### src/verilog/pssc_cfg.svh
// timing constants and synchroniser depth for the power switch state controller
`ifndef PSSC_CFG_SVH
`define PSSC_CFG_SVH
`define PSSC_CLK_MHZ        125
`define PSSC_HOLD_SEC       4
`define PSSC_HOLD_CYCLES    (`PSSC_HOLD_SEC * `PSSC_CLK_MHZ * 1000000)
`define PSSC_SYNC_STAGES    2
`endif

### src/verilog/pssc_pkg.sv
// types for the power switch state controller
package pssc_pkg;
   typedef enum logic [4:0] {
      PSSC_OFF = 5'h01,
      PSSC_S0  = 5'h02,
      PSSC_S1  = 5'h04,
      PSSC_S3  = 5'h08,
      PSSC_S4  = 5'h10
   } pssc_state_t;
   typedef enum logic [1:0] {
      PSSC_SLP_S1 = 2'h0,
      PSSC_SLP_S3 = 2'h1,
      PSSC_SLP_S4 = 2'h2
   } pssc_sleep_t;
endpackage : pssc_pkg

### src/verilog/pssc_top.sv
// power switch state controller: global state, switch timing, wake, fans, ac-loss restore
`timescale 1ns/100ps
`default_nettype none
`include "pssc_cfg.svh"

// Contract
// From soft-off a press released before four seconds brings the system to working.
// From working a press released before four seconds puts the system to sleep.
// From working a hold of four seconds forces soft-off without software.
// From sleep a press released before four seconds wakes the system to working.
// From sleep a hold of four seconds sends the system straight to soft-off.
// A soft-off request from the operating system powers the system down to soft-off.
// Fans run in working and processor-stopped sleep and are off otherwise.
// Switch, alarm and wake line wake from S1/S3/S4/S5; keyboard, usb and modem only from S1/S3.
// LAN and pme wakes from soft-off work only when their option is set.
// After ac loss the system returns to its last on/off state, subject to the last-state setting.
// Presses are timed by a counter; a hold of the threshold or more is long, a short press acts at release.
module pssc_top #(
   parameter int unsigned HOLD_CYCLES = `PSSC_HOLD_CYCLES
) (
   input  wire logic       mclk,
   input  wire logic       rst_n,
   input  wire logic       pwr_sw,
   input  wire logic       os_off_req,
   input  wire logic       os_sleep_req,
   input  wire logic [1:0] os_sleep_type,
   input  wire logic       wake_rtc,
   input  wire logic       wake_line,
   input  wire logic       wake_kbd,
   input  wire logic       wake_usb,
   input  wire logic       wake_modem,
   input  wire logic       wake_lan,
   input  wire logic       wake_pme,
   input  wire logic       s5_wake_en,
   input  wire logic [1:0] last_state_mode,
   input  wire logic       last_was_on,
   output logic            sys_on,
   output logic            sys_sleep,
   output logic [4:0]      sys_state,
   output logic            fan_en,
   output logic            state_saved_on
);
   localparam int CW = $clog2(HOLD_CYCLES + 1);
   localparam logic [CW-1:0] HOLD_MAX = CW'(HOLD_CYCLES);

   // inputs from the board are asynchronous to mclk
   logic [8:0] raw_in;
   logic [8:0] sync_in;
   assign raw_in = {pwr_sw, wake_rtc, wake_line, wake_kbd, wake_usb, wake_modem, wake_lan, wake_pme, os_off_req};

   genvar gi;
   generate
      for (gi = 0; gi < 9; gi++) begin : g_sync
         pssc_sync u_sync (
            .mclk  (mclk),
            .rst_n (rst_n),
            .din   (raw_in[gi]),
            .dout  (sync_in[gi])
         );
      end
   endgenerate

   logic sw, w_rtc, w_line, w_kbd, w_usb, w_modem, w_lan, w_pme, off_req;
   assign {sw, w_rtc, w_line, w_kbd, w_usb, w_modem, w_lan, w_pme, off_req} = sync_in;

   typedef struct packed {
      pssc_pkg::pssc_state_t state;
      logic [CW-1:0]         hold_cnt;
      logic                  sw_prev;
      logic                  long_done;
      logic                  restored;
      logic                  was_on;
      logic                  fan;
      logic                  on_o;
      logic                  sleep_o;
   } pssc_reg_t;

   pssc_reg_t r;
   pssc_reg_t next_r;

   logic wake_any;
   logic wake_deep;
   logic wake_shallow;
   logic short_rel;
   logic long_hit;
   pssc_pkg::pssc_state_t tgt;

   always_comb begin
      next_r       = r;
      tgt          = r.state;
      // hold counter saturates so a very long hold never wraps into a short one
      short_rel    = r.sw_prev && !sw && !r.long_done;
      long_hit     = sw && !r.long_done && (r.hold_cnt == HOLD_MAX - CW'(1));
      wake_deep    = w_rtc || w_line;
      wake_shallow = w_kbd || w_usb || w_modem;
      wake_any     = 1'b0;
      case (r.state)
         pssc_pkg::PSSC_OFF: wake_any = wake_deep || (s5_wake_en && (w_lan || w_pme));
         pssc_pkg::PSSC_S4:  wake_any = wake_deep || w_lan || w_pme;
         pssc_pkg::PSSC_S1,
         pssc_pkg::PSSC_S3:  wake_any = wake_deep || wake_shallow || w_lan || w_pme;
         default:            wake_any = 1'b0;
      endcase

      next_r.sw_prev = sw;
      if (sw) begin
         if (r.hold_cnt != HOLD_MAX) begin
            next_r.hold_cnt = r.hold_cnt + CW'(1);
         end
         if (long_hit) begin
            next_r.long_done = 1'b1;
         end
      end else begin
         next_r.hold_cnt  = '0;
         next_r.long_done = 1'b0;
      end

      case (r.state)
         pssc_pkg::PSSC_OFF: begin
            if (!r.restored) begin
               // 2'h0 stay off, 2'h1 always on, else last state
               case (last_state_mode)
                  2'h0:    tgt = pssc_pkg::PSSC_OFF;
                  2'h1:    tgt = pssc_pkg::PSSC_S0;
                  default: tgt = last_was_on ? pssc_pkg::PSSC_S0 : pssc_pkg::PSSC_OFF;
               endcase
               next_r.restored = 1'b1;
            end else if (short_rel || wake_any) begin
               tgt = pssc_pkg::PSSC_S0;
            end
         end
         pssc_pkg::PSSC_S0: begin
            if (long_hit || off_req) begin
               tgt = pssc_pkg::PSSC_OFF;
            end else if (short_rel) begin
               tgt = pssc_pkg::PSSC_S1;
            end else if (os_sleep_req) begin
               case (os_sleep_type)
                  2'h1:    tgt = pssc_pkg::PSSC_S3;
                  2'h2:    tgt = pssc_pkg::PSSC_S4;
                  default: tgt = pssc_pkg::PSSC_S1;
               endcase
            end
         end
         pssc_pkg::PSSC_S1,
         pssc_pkg::PSSC_S3,
         pssc_pkg::PSSC_S4: begin
            if (long_hit || off_req) begin
               tgt = pssc_pkg::PSSC_OFF;
            end else if (short_rel || wake_any) begin
               tgt = pssc_pkg::PSSC_S0;
            end
         end
         default: tgt = pssc_pkg::PSSC_OFF;
      endcase

      next_r.state   = tgt;
      next_r.fan     = (tgt == pssc_pkg::PSSC_S0) || (tgt == pssc_pkg::PSSC_S1);
      next_r.on_o    = (tgt == pssc_pkg::PSSC_S0);
      next_r.sleep_o = (tgt == pssc_pkg::PSSC_S1) || (tgt == pssc_pkg::PSSC_S3) || (tgt == pssc_pkg::PSSC_S4);
      // sleep counts as on for ac-loss restore
      next_r.was_on  = (tgt != pssc_pkg::PSSC_OFF);
   end

   always_ff @(posedge mclk) begin
      if (!rst_n) begin
         r       <= '0;
         r.state <= pssc_pkg::PSSC_OFF;
      end else begin
         r <= next_r;
      end
   end

   assign sys_on         = r.on_o;
   assign sys_sleep      = r.sleep_o;
   assign sys_state      = r.state;
   assign fan_en         = r.fan;
   assign state_saved_on = r.was_on;
endmodule : pssc_top
`default_nettype wire

### src/verilog/pssc_sync.sv
// two-flop synchroniser for one asynchronous level
`timescale 1ns/100ps
`default_nettype none
module pssc_sync (
   input  wire logic mclk,
   input  wire logic rst_n,
   input  wire logic din,
   output logic      dout
);
   typedef struct packed {
      logic meta;
      logic out;
   } pssc_sync_t;
   pssc_sync_t r;
   pssc_sync_t next_r;

   always_comb begin
      next_r.meta = din;
      next_r.out  = r.meta;
   end

   always_ff @(posedge mclk) begin
      if (!rst_n) begin
         r <= '0;
      end else begin
         r <= next_r;
      end
   end

   assign dout = r.out;
endmodule : pssc_sync
`default_nettype wire

### config.mk
export PLATFORM = sky130hd
export DESIGN_NAME = pssc_top
export DESIGN_NICKNAME = d
export VERILOG_FILES = /design/src/verilog/pssc_pkg.sv /design/src/verilog/pssc_top.sv /design/src/verilog/pssc_sync.sv
export VERILOG_INCLUDE_DIRS = /design/src /design/src/verilog
export SDC_FILE = /design/constraint.sdc
export NUM_CORES = 1
export LEC_CHECK = 0
export BUFFER_PORTS_ARGS = -buffer_cell sky130_fd_sc_hd__buf_2
export CORE_MARGIN = 2
export CORE_UTILIZATION = 62
export CTS_CLUSTER_DIAMETER = 80
export DETAILED_ROUTE_END_ITERATION = 16
export HOLD_SLACK_MARGIN = 0.1
export PLACE_DENSITY = 0.9
export SLEW_MARGIN = 10
export SYNTH_ARGS = -nofsm -noshare
export SYNTH_HDL_FRONTEND = slang
export SYNTH_SLANG_ARGS = --single-unit
### constraint.sdc
create_clock -name mclk -period 4.65 [get_ports mclk]
set_input_delay 0 -clock mclk [delete_from_list [all_inputs] [get_ports mclk]]
set_output_delay 0 -clock mclk [all_outputs]
set_load 0.05 [all_outputs]
== Word level (Yosys, flattened, before mapping) ==
Index checks and enable logic that the tools add are counted.

* $add $sub $neg: 1
* Reductions and logical operators: 26
* Mux-type cells: 11
* Equality and inequality tests: 15

{| class="wikitable"
|+ Operators by type and width
! cell !! number
|-
| 5-bit two-way mux || 6
|-
| 29-bit by 1-bit adder with 29-bit output (second input constant) || 1
|-
| 29-bit equality test (second input constant) || 1
|-
| 29-bit != test (second input constant) || 1
|-
| 1-bit logical OR || 15
|-
| 5-bit one-hot mux with 3 select lines || 1
|-
| 5-bit by 2-bit equality test with 1-bit output (second input constant) || 2
|-
| 5-bit by 3-bit equality test with 1-bit output (second input constant) || 2
|-
| 5-bit by 4-bit equality test with 1-bit output (second input constant) || 2
|-
| 5-bit equality test (second input constant) || 2
|-
| 5-bit one-hot mux with 2 select lines || 1
|-
| 5-bit by 1-bit equality test with 1-bit output (second input constant) || 1
|-
| 1-bit logical AND || 5
|-
| 5-bit by 1-bit != test with 1-bit output (second input constant) || 1
|-
| 2-bit by 1-bit equality test with 1-bit output (second input constant) || 2
|-
| 2-bit one-hot mux with 2 select lines || 1
|-
| 1-bit one-hot mux with 3 select lines || 1
|-
| 3-bit OR reduction || 1
|-
| 2-bit equality test (second input constant) || 1
|-
| 1-bit zero test || 2
|-
| 2-bit zero test || 1
|-
| 2-bit two-way mux || 1
|-
| 2-bit AND reduction || 1
|-
| 2-bit OR reduction || 1
|}

* Input port bits: 18
* Bits in registers: 59
* Output and inout bits: 9

== Depth between registers and ports, before layout ==
* Depth in word-level cells: 13
* Mapped depth: 8
* Depth with buffers taken out: 8

== Cells and area by module ==
From an unflattened synthesis, not the netlist that was laid out.

* Cells, all modules: 296
* Area total of the unflattened synthesis: 2667.6 um2

{| class="wikitable"
|+ Modules (own cells, without submodules)
! module !! cells each !! area an instance (um2) !! times used !! sequential area each (um2)
|-
| pssc_top || 260 || 2194.6 || 1 || 820.8
|-
| pssc_sync || 4 || 52.6 || 9 || 40.0
|}

== Worst setup path after synthesis ==
OpenSTA, ideal clock, no wires.

* Path kind: register -> register
* Start: reg r[18] (netlist name)
* End: reg r, in the netlist fan_en
* Buffers on the path: 0
* Slack: 2420 ps
* Data arrival time: 2114 ps
* Stages on the path, launching flop included: 7
* Data required time: 4534 ps
* Path through: dfxtp_1 -> or4_1 -> or4_4 -> nor4_4 -> a211oi_2 -> a21o_1 -> a41o_1

* Longest elaborated chain between the ends: 7

{| class="wikitable"
|+ RTL lines
! element !! RTL line !! RTL
|-
| start: declaration || pssc_top.sv:78 || <nowiki>pssc_reg_t r;</nowiki>
|-
| start signal: assignment || pssc_top.sv:170 || <nowiki>r <= next_r;</nowiki>
|-
| 29-bit equality test * || pssc_top.sv:93 || <nowiki>long_hit = sw && !r.long_done && (r.hold_cnt == HOLD_MAX - CW'(1));</nowiki>
|-
| 1-bit logical AND * || pssc_top.sv:93 ||
|-
| 1-bit logical OR * || pssc_top.sv:133, pssc_top.sv:148 ||
|-
| 5-bit two-way mux (on tied branches) || pssc_top.sv:148, pssc_top.sv:133 ||
|-
| 5-bit one-hot mux with 3 select lines * || pssc_top.sv:118 || <nowiki>case (r.state)</nowiki>
|-
| 5-bit by 2-bit equality test with 1-bit output / 5-bit by 3-bit equality test with 1-bit output (equally long branches) || pssc_top.sv:158 || <nowiki>next_r.fan = (tgt == pssc_pkg::PSSC_S0) || (tgt == pssc_pkg::PSSC_S1);</nowiki>
|-
| 1-bit logical OR * || pssc_top.sv:158 ||
|}

Every way passes the cells marked *; elsewhere a longest branch is shown, timed or not.
A chain may end at the register's enable or synchronous reset.

== Final worst setup path ==
Same ends and word-level chain as after synthesis.

==> summary.md <==
| Metric | Value |
|---|---|
| Clock net sink count | `between 50 and 60` |
| Final #Nets | `349` |
| Worst Path Arrival | `2.63 ns` |
| Die Height | `~69 um` |
| WS Path Type | `reg2reg` |
| Ports | `27` |
| Hold Crit Class | `in2reg` |
| CP max FO | `4` |
| Slew margin rel. | `0.3211` |
| All-layer global routing usage | `0.2735` |
| Hold_ws | `0.1755 ns` |
| Layout Skew | `between 0.015 and 0.02 ns` |
| Clock Path Buffers | `2` |
| Endpoints failing hold | `0` |
| Top_reg_cell synth | `dfxtp_1` |
| Total power | `1.257 mW` |
| Die area | `4704 um2` |
| Antenna violations before repair | `0` |
| Post-Syn Area | `between 2000 and 3000 um2` |
| Hold_buf cts | `19` |
| Max-Cap Viols | `0` |
| Remaining DRCs | `0` |
| Lkg Pwr | `between 1 and 1.5 nW` |
| CTS-repair resized insts | `0` |
| Gp weighted congestion | `around 0.8` |
| Vias/cell | `5.621` |
| Tcrit/Tclk final | `0.5119` |
| Fillers | `around 260` |
| Multi-input logic area | `between 1000 and 1500 um2` |
| RSZ-0062 raised after global routing | `no` |
| Number of synthesized flops with an enable pin | `0` |
| Async set or reset register ratio after synthesis | `0` |
| Worst reg2reg startpoint | `r[18]` |
| Mapped Cells | `about 290` |
| Final instance area | `between 3000 and 4000 um2` |
| Mean Syn Cell Area | `9.043 um2` |
| Data required, critical path | `approximately 5 ns` |
| Cell row count | `23` |
| Register Area | `about 1200 um2` |
| Status | `finished clean` |
| Crit. End Element | `register` |
| DP Area | `~2700 um2` |
| Yosys cell types | `47` |
| First-pass GRT wire length | `9294 um` |
| Peak VDD IR | `roughly 280 uV` |
| CTS clock-pin slew for the worst setup and hold paths | `0.08 ns` |
| Fin. max-slew vios | `0` |
| CTS tree | `yes` |
| Initial core utilization | `0.6465` |
| Crit. Startpoint | `r[18]` |
| Worst hold start | `os_sleep_req` |
| Worst Tran Pin Value | `a little over 1 ns` |
| PortBufs | `26` |
| Most frequent cells in the layout | `dfxtp_1 (59), nor2_1 (43), buf_2 (26)` |
| Most common cell after layout, fill and taps aside | `dfxtp_1` |
| Wire per inst | `about 15 um` |
| Final setup fails | `0` |
| Setup Buffers After CTS | `0` |
| CP Launch Type | `register` |
| Fmax | `0.4201 GHz` |
| Core area | `about 4000 um2` |
| Post-DP HPWL | `3279 um` |
| Seq/Total Area, Yosys | `0.4567` |
| Later-pin clock latency in the skew report | `~0.36 ns` |
| DRT iter0 DRCs | `roughly 160` |
| Area growth syn-to-layout | `19.64%` |
| Htree depth | `3` |
| Die W | `68.59 um` |
| GR Overflow Total | `0` |
| CTS Buf Count | `9` |
| Total Neg Setup Slack | `0 ns` |
| Tmin final | `about 2.4 ns` |
| 1st-pass router iterations | `4` |
| Post-synthesis sequential element count | `59` |
| Routed WL | `around 5800 um` |
| Via count of the first global-routing pass | `2,031` |
| Largest net degree at the start of global routing | `32` |
| Layout cells sized above 1 | `0.1717` |
| YS warnings | `0` |
| CTS Root Cell | `clkbuf_8` |
| Vias after detailed routing | `about 2,200` |
| Number of antenna-violating nets in the routed design | `0` |
| Cell Pwr Density | `between 400 and 500 nW/um2` |
| Mapped Nets | `308` |
## cells by family after synthesis
group	Yosys count	synth area share
DFF	59	0.4567
AOI/OAI and AO/OA	25	0.06724
adders and majority gates	4	0.01935
buffers and inverters	22	0.04209
muxes	2	0.008224
and+or+nand+nor	145	0.3082
xor gates and xnor gates	29	0.09821
## report_power, final
| group | switching (mW) | internal [mW] |
|---|---|---|
| registers | 0.0238 | 0.532 |
| logic | 0.125 | 0.0769 |
| clock network | 0.243 | 0.257 |
## per-layer routing
metal | vias up | GRT usage | part of all wire
met5 | - | 0 | 0
met1 | 1013 | 0.3167 | 0.41
li1 | 1059 | - | -
met3 | 12 | 0.05195 | 0.040
met4 | 0 | 0.1450 | 0.021
met2 | 69 | 0.4748 | 0.53
## worst max-delay path, cell delays in order, from the launching register on
cell	delay [ns]
dfxtp_1	0.34
or4_1	0.51
or4_4	0.57
nor4_4	0.30
a211oi_2	0.16
a21o_1	0.19
a41o_1	0.20
## flip-flops by register name, indices dropped and copies added (netlist names)
name	flops
fan_en	1
g_sync.u_sync.dout	9
g_sync.u_sync.next_r	9
r	32
state_saved_on	1
sys_on	1
sys_sleep	1
sys_state	5
## final cells by class
type,instances,area share
clock buffers,9,0.04003
multi-input cells,205,0.4189
clock inverters,7,0.02628
flip-flops and latches,59,0.3817
well taps,50,0.02022
diodes,1,0.0008087
inverters,7,0.008492
repair buffers,45,0.1035
## synth_stat cells (2+ instances only)
cell type,number,area (um2)
dfxtp_1,59,1181
nor2_1,43,161.4
and2_1,20,125.1
xor2_1,20,175.2
nand2_1,18,67.56
nand3_1,10,50.05
clkbuf_1,9,33.78
nand4_1,9,56.30
nor3_1,9,45.04
xnor2_1,9,78.83
a21oi_1,7,35.03
inv_1,7,26.28
nor4b_1,7,61.31
buf_4,5,37.54
nor4_1,5,31.28
ha_1,4,50.05
o21a_1,3,22.52
o21ai_0,3,15.01
or2b_2,3,26.28
or3_1,3,18.77
a211oi_1,2,15.01
a21o_2,2,17.52
a31oi_1,2,12.51
and3_1,2,12.51
nor3b_1,2,15.01
or4_1,2,15.01
## path summary, 6_finish.rpt
path / slack [ns] / to / cells after the start
hold reg to reg: 0.44 / g_sync[7].u_sync.dout / 1
setup / recovery: 2.27 / fan_en / 6
hold / removal: 0.18 / sys_state[3] / 6
setup reg to reg: 2.27 / fan_en / 6
## per-stage QoR
| stage | util | setup WS, ns | instances |
|---|---|---|---|
| 2_1_floorplan | - | 2.420 | 286 |
| 4_1_cts | 0.7729 | 2.280 | 382 |
| 5_1_grt | 0.7729 | 2.173 | 382 |
| 3_5_place_dp | 0.6741 | 2.306 | 347 |
| 3_3_place_gp | 0.6741 | 2.355 | 347 |
| 6_report | 0.7735 | 2.270 | 383 |
(Power assumes the default switching activity.)
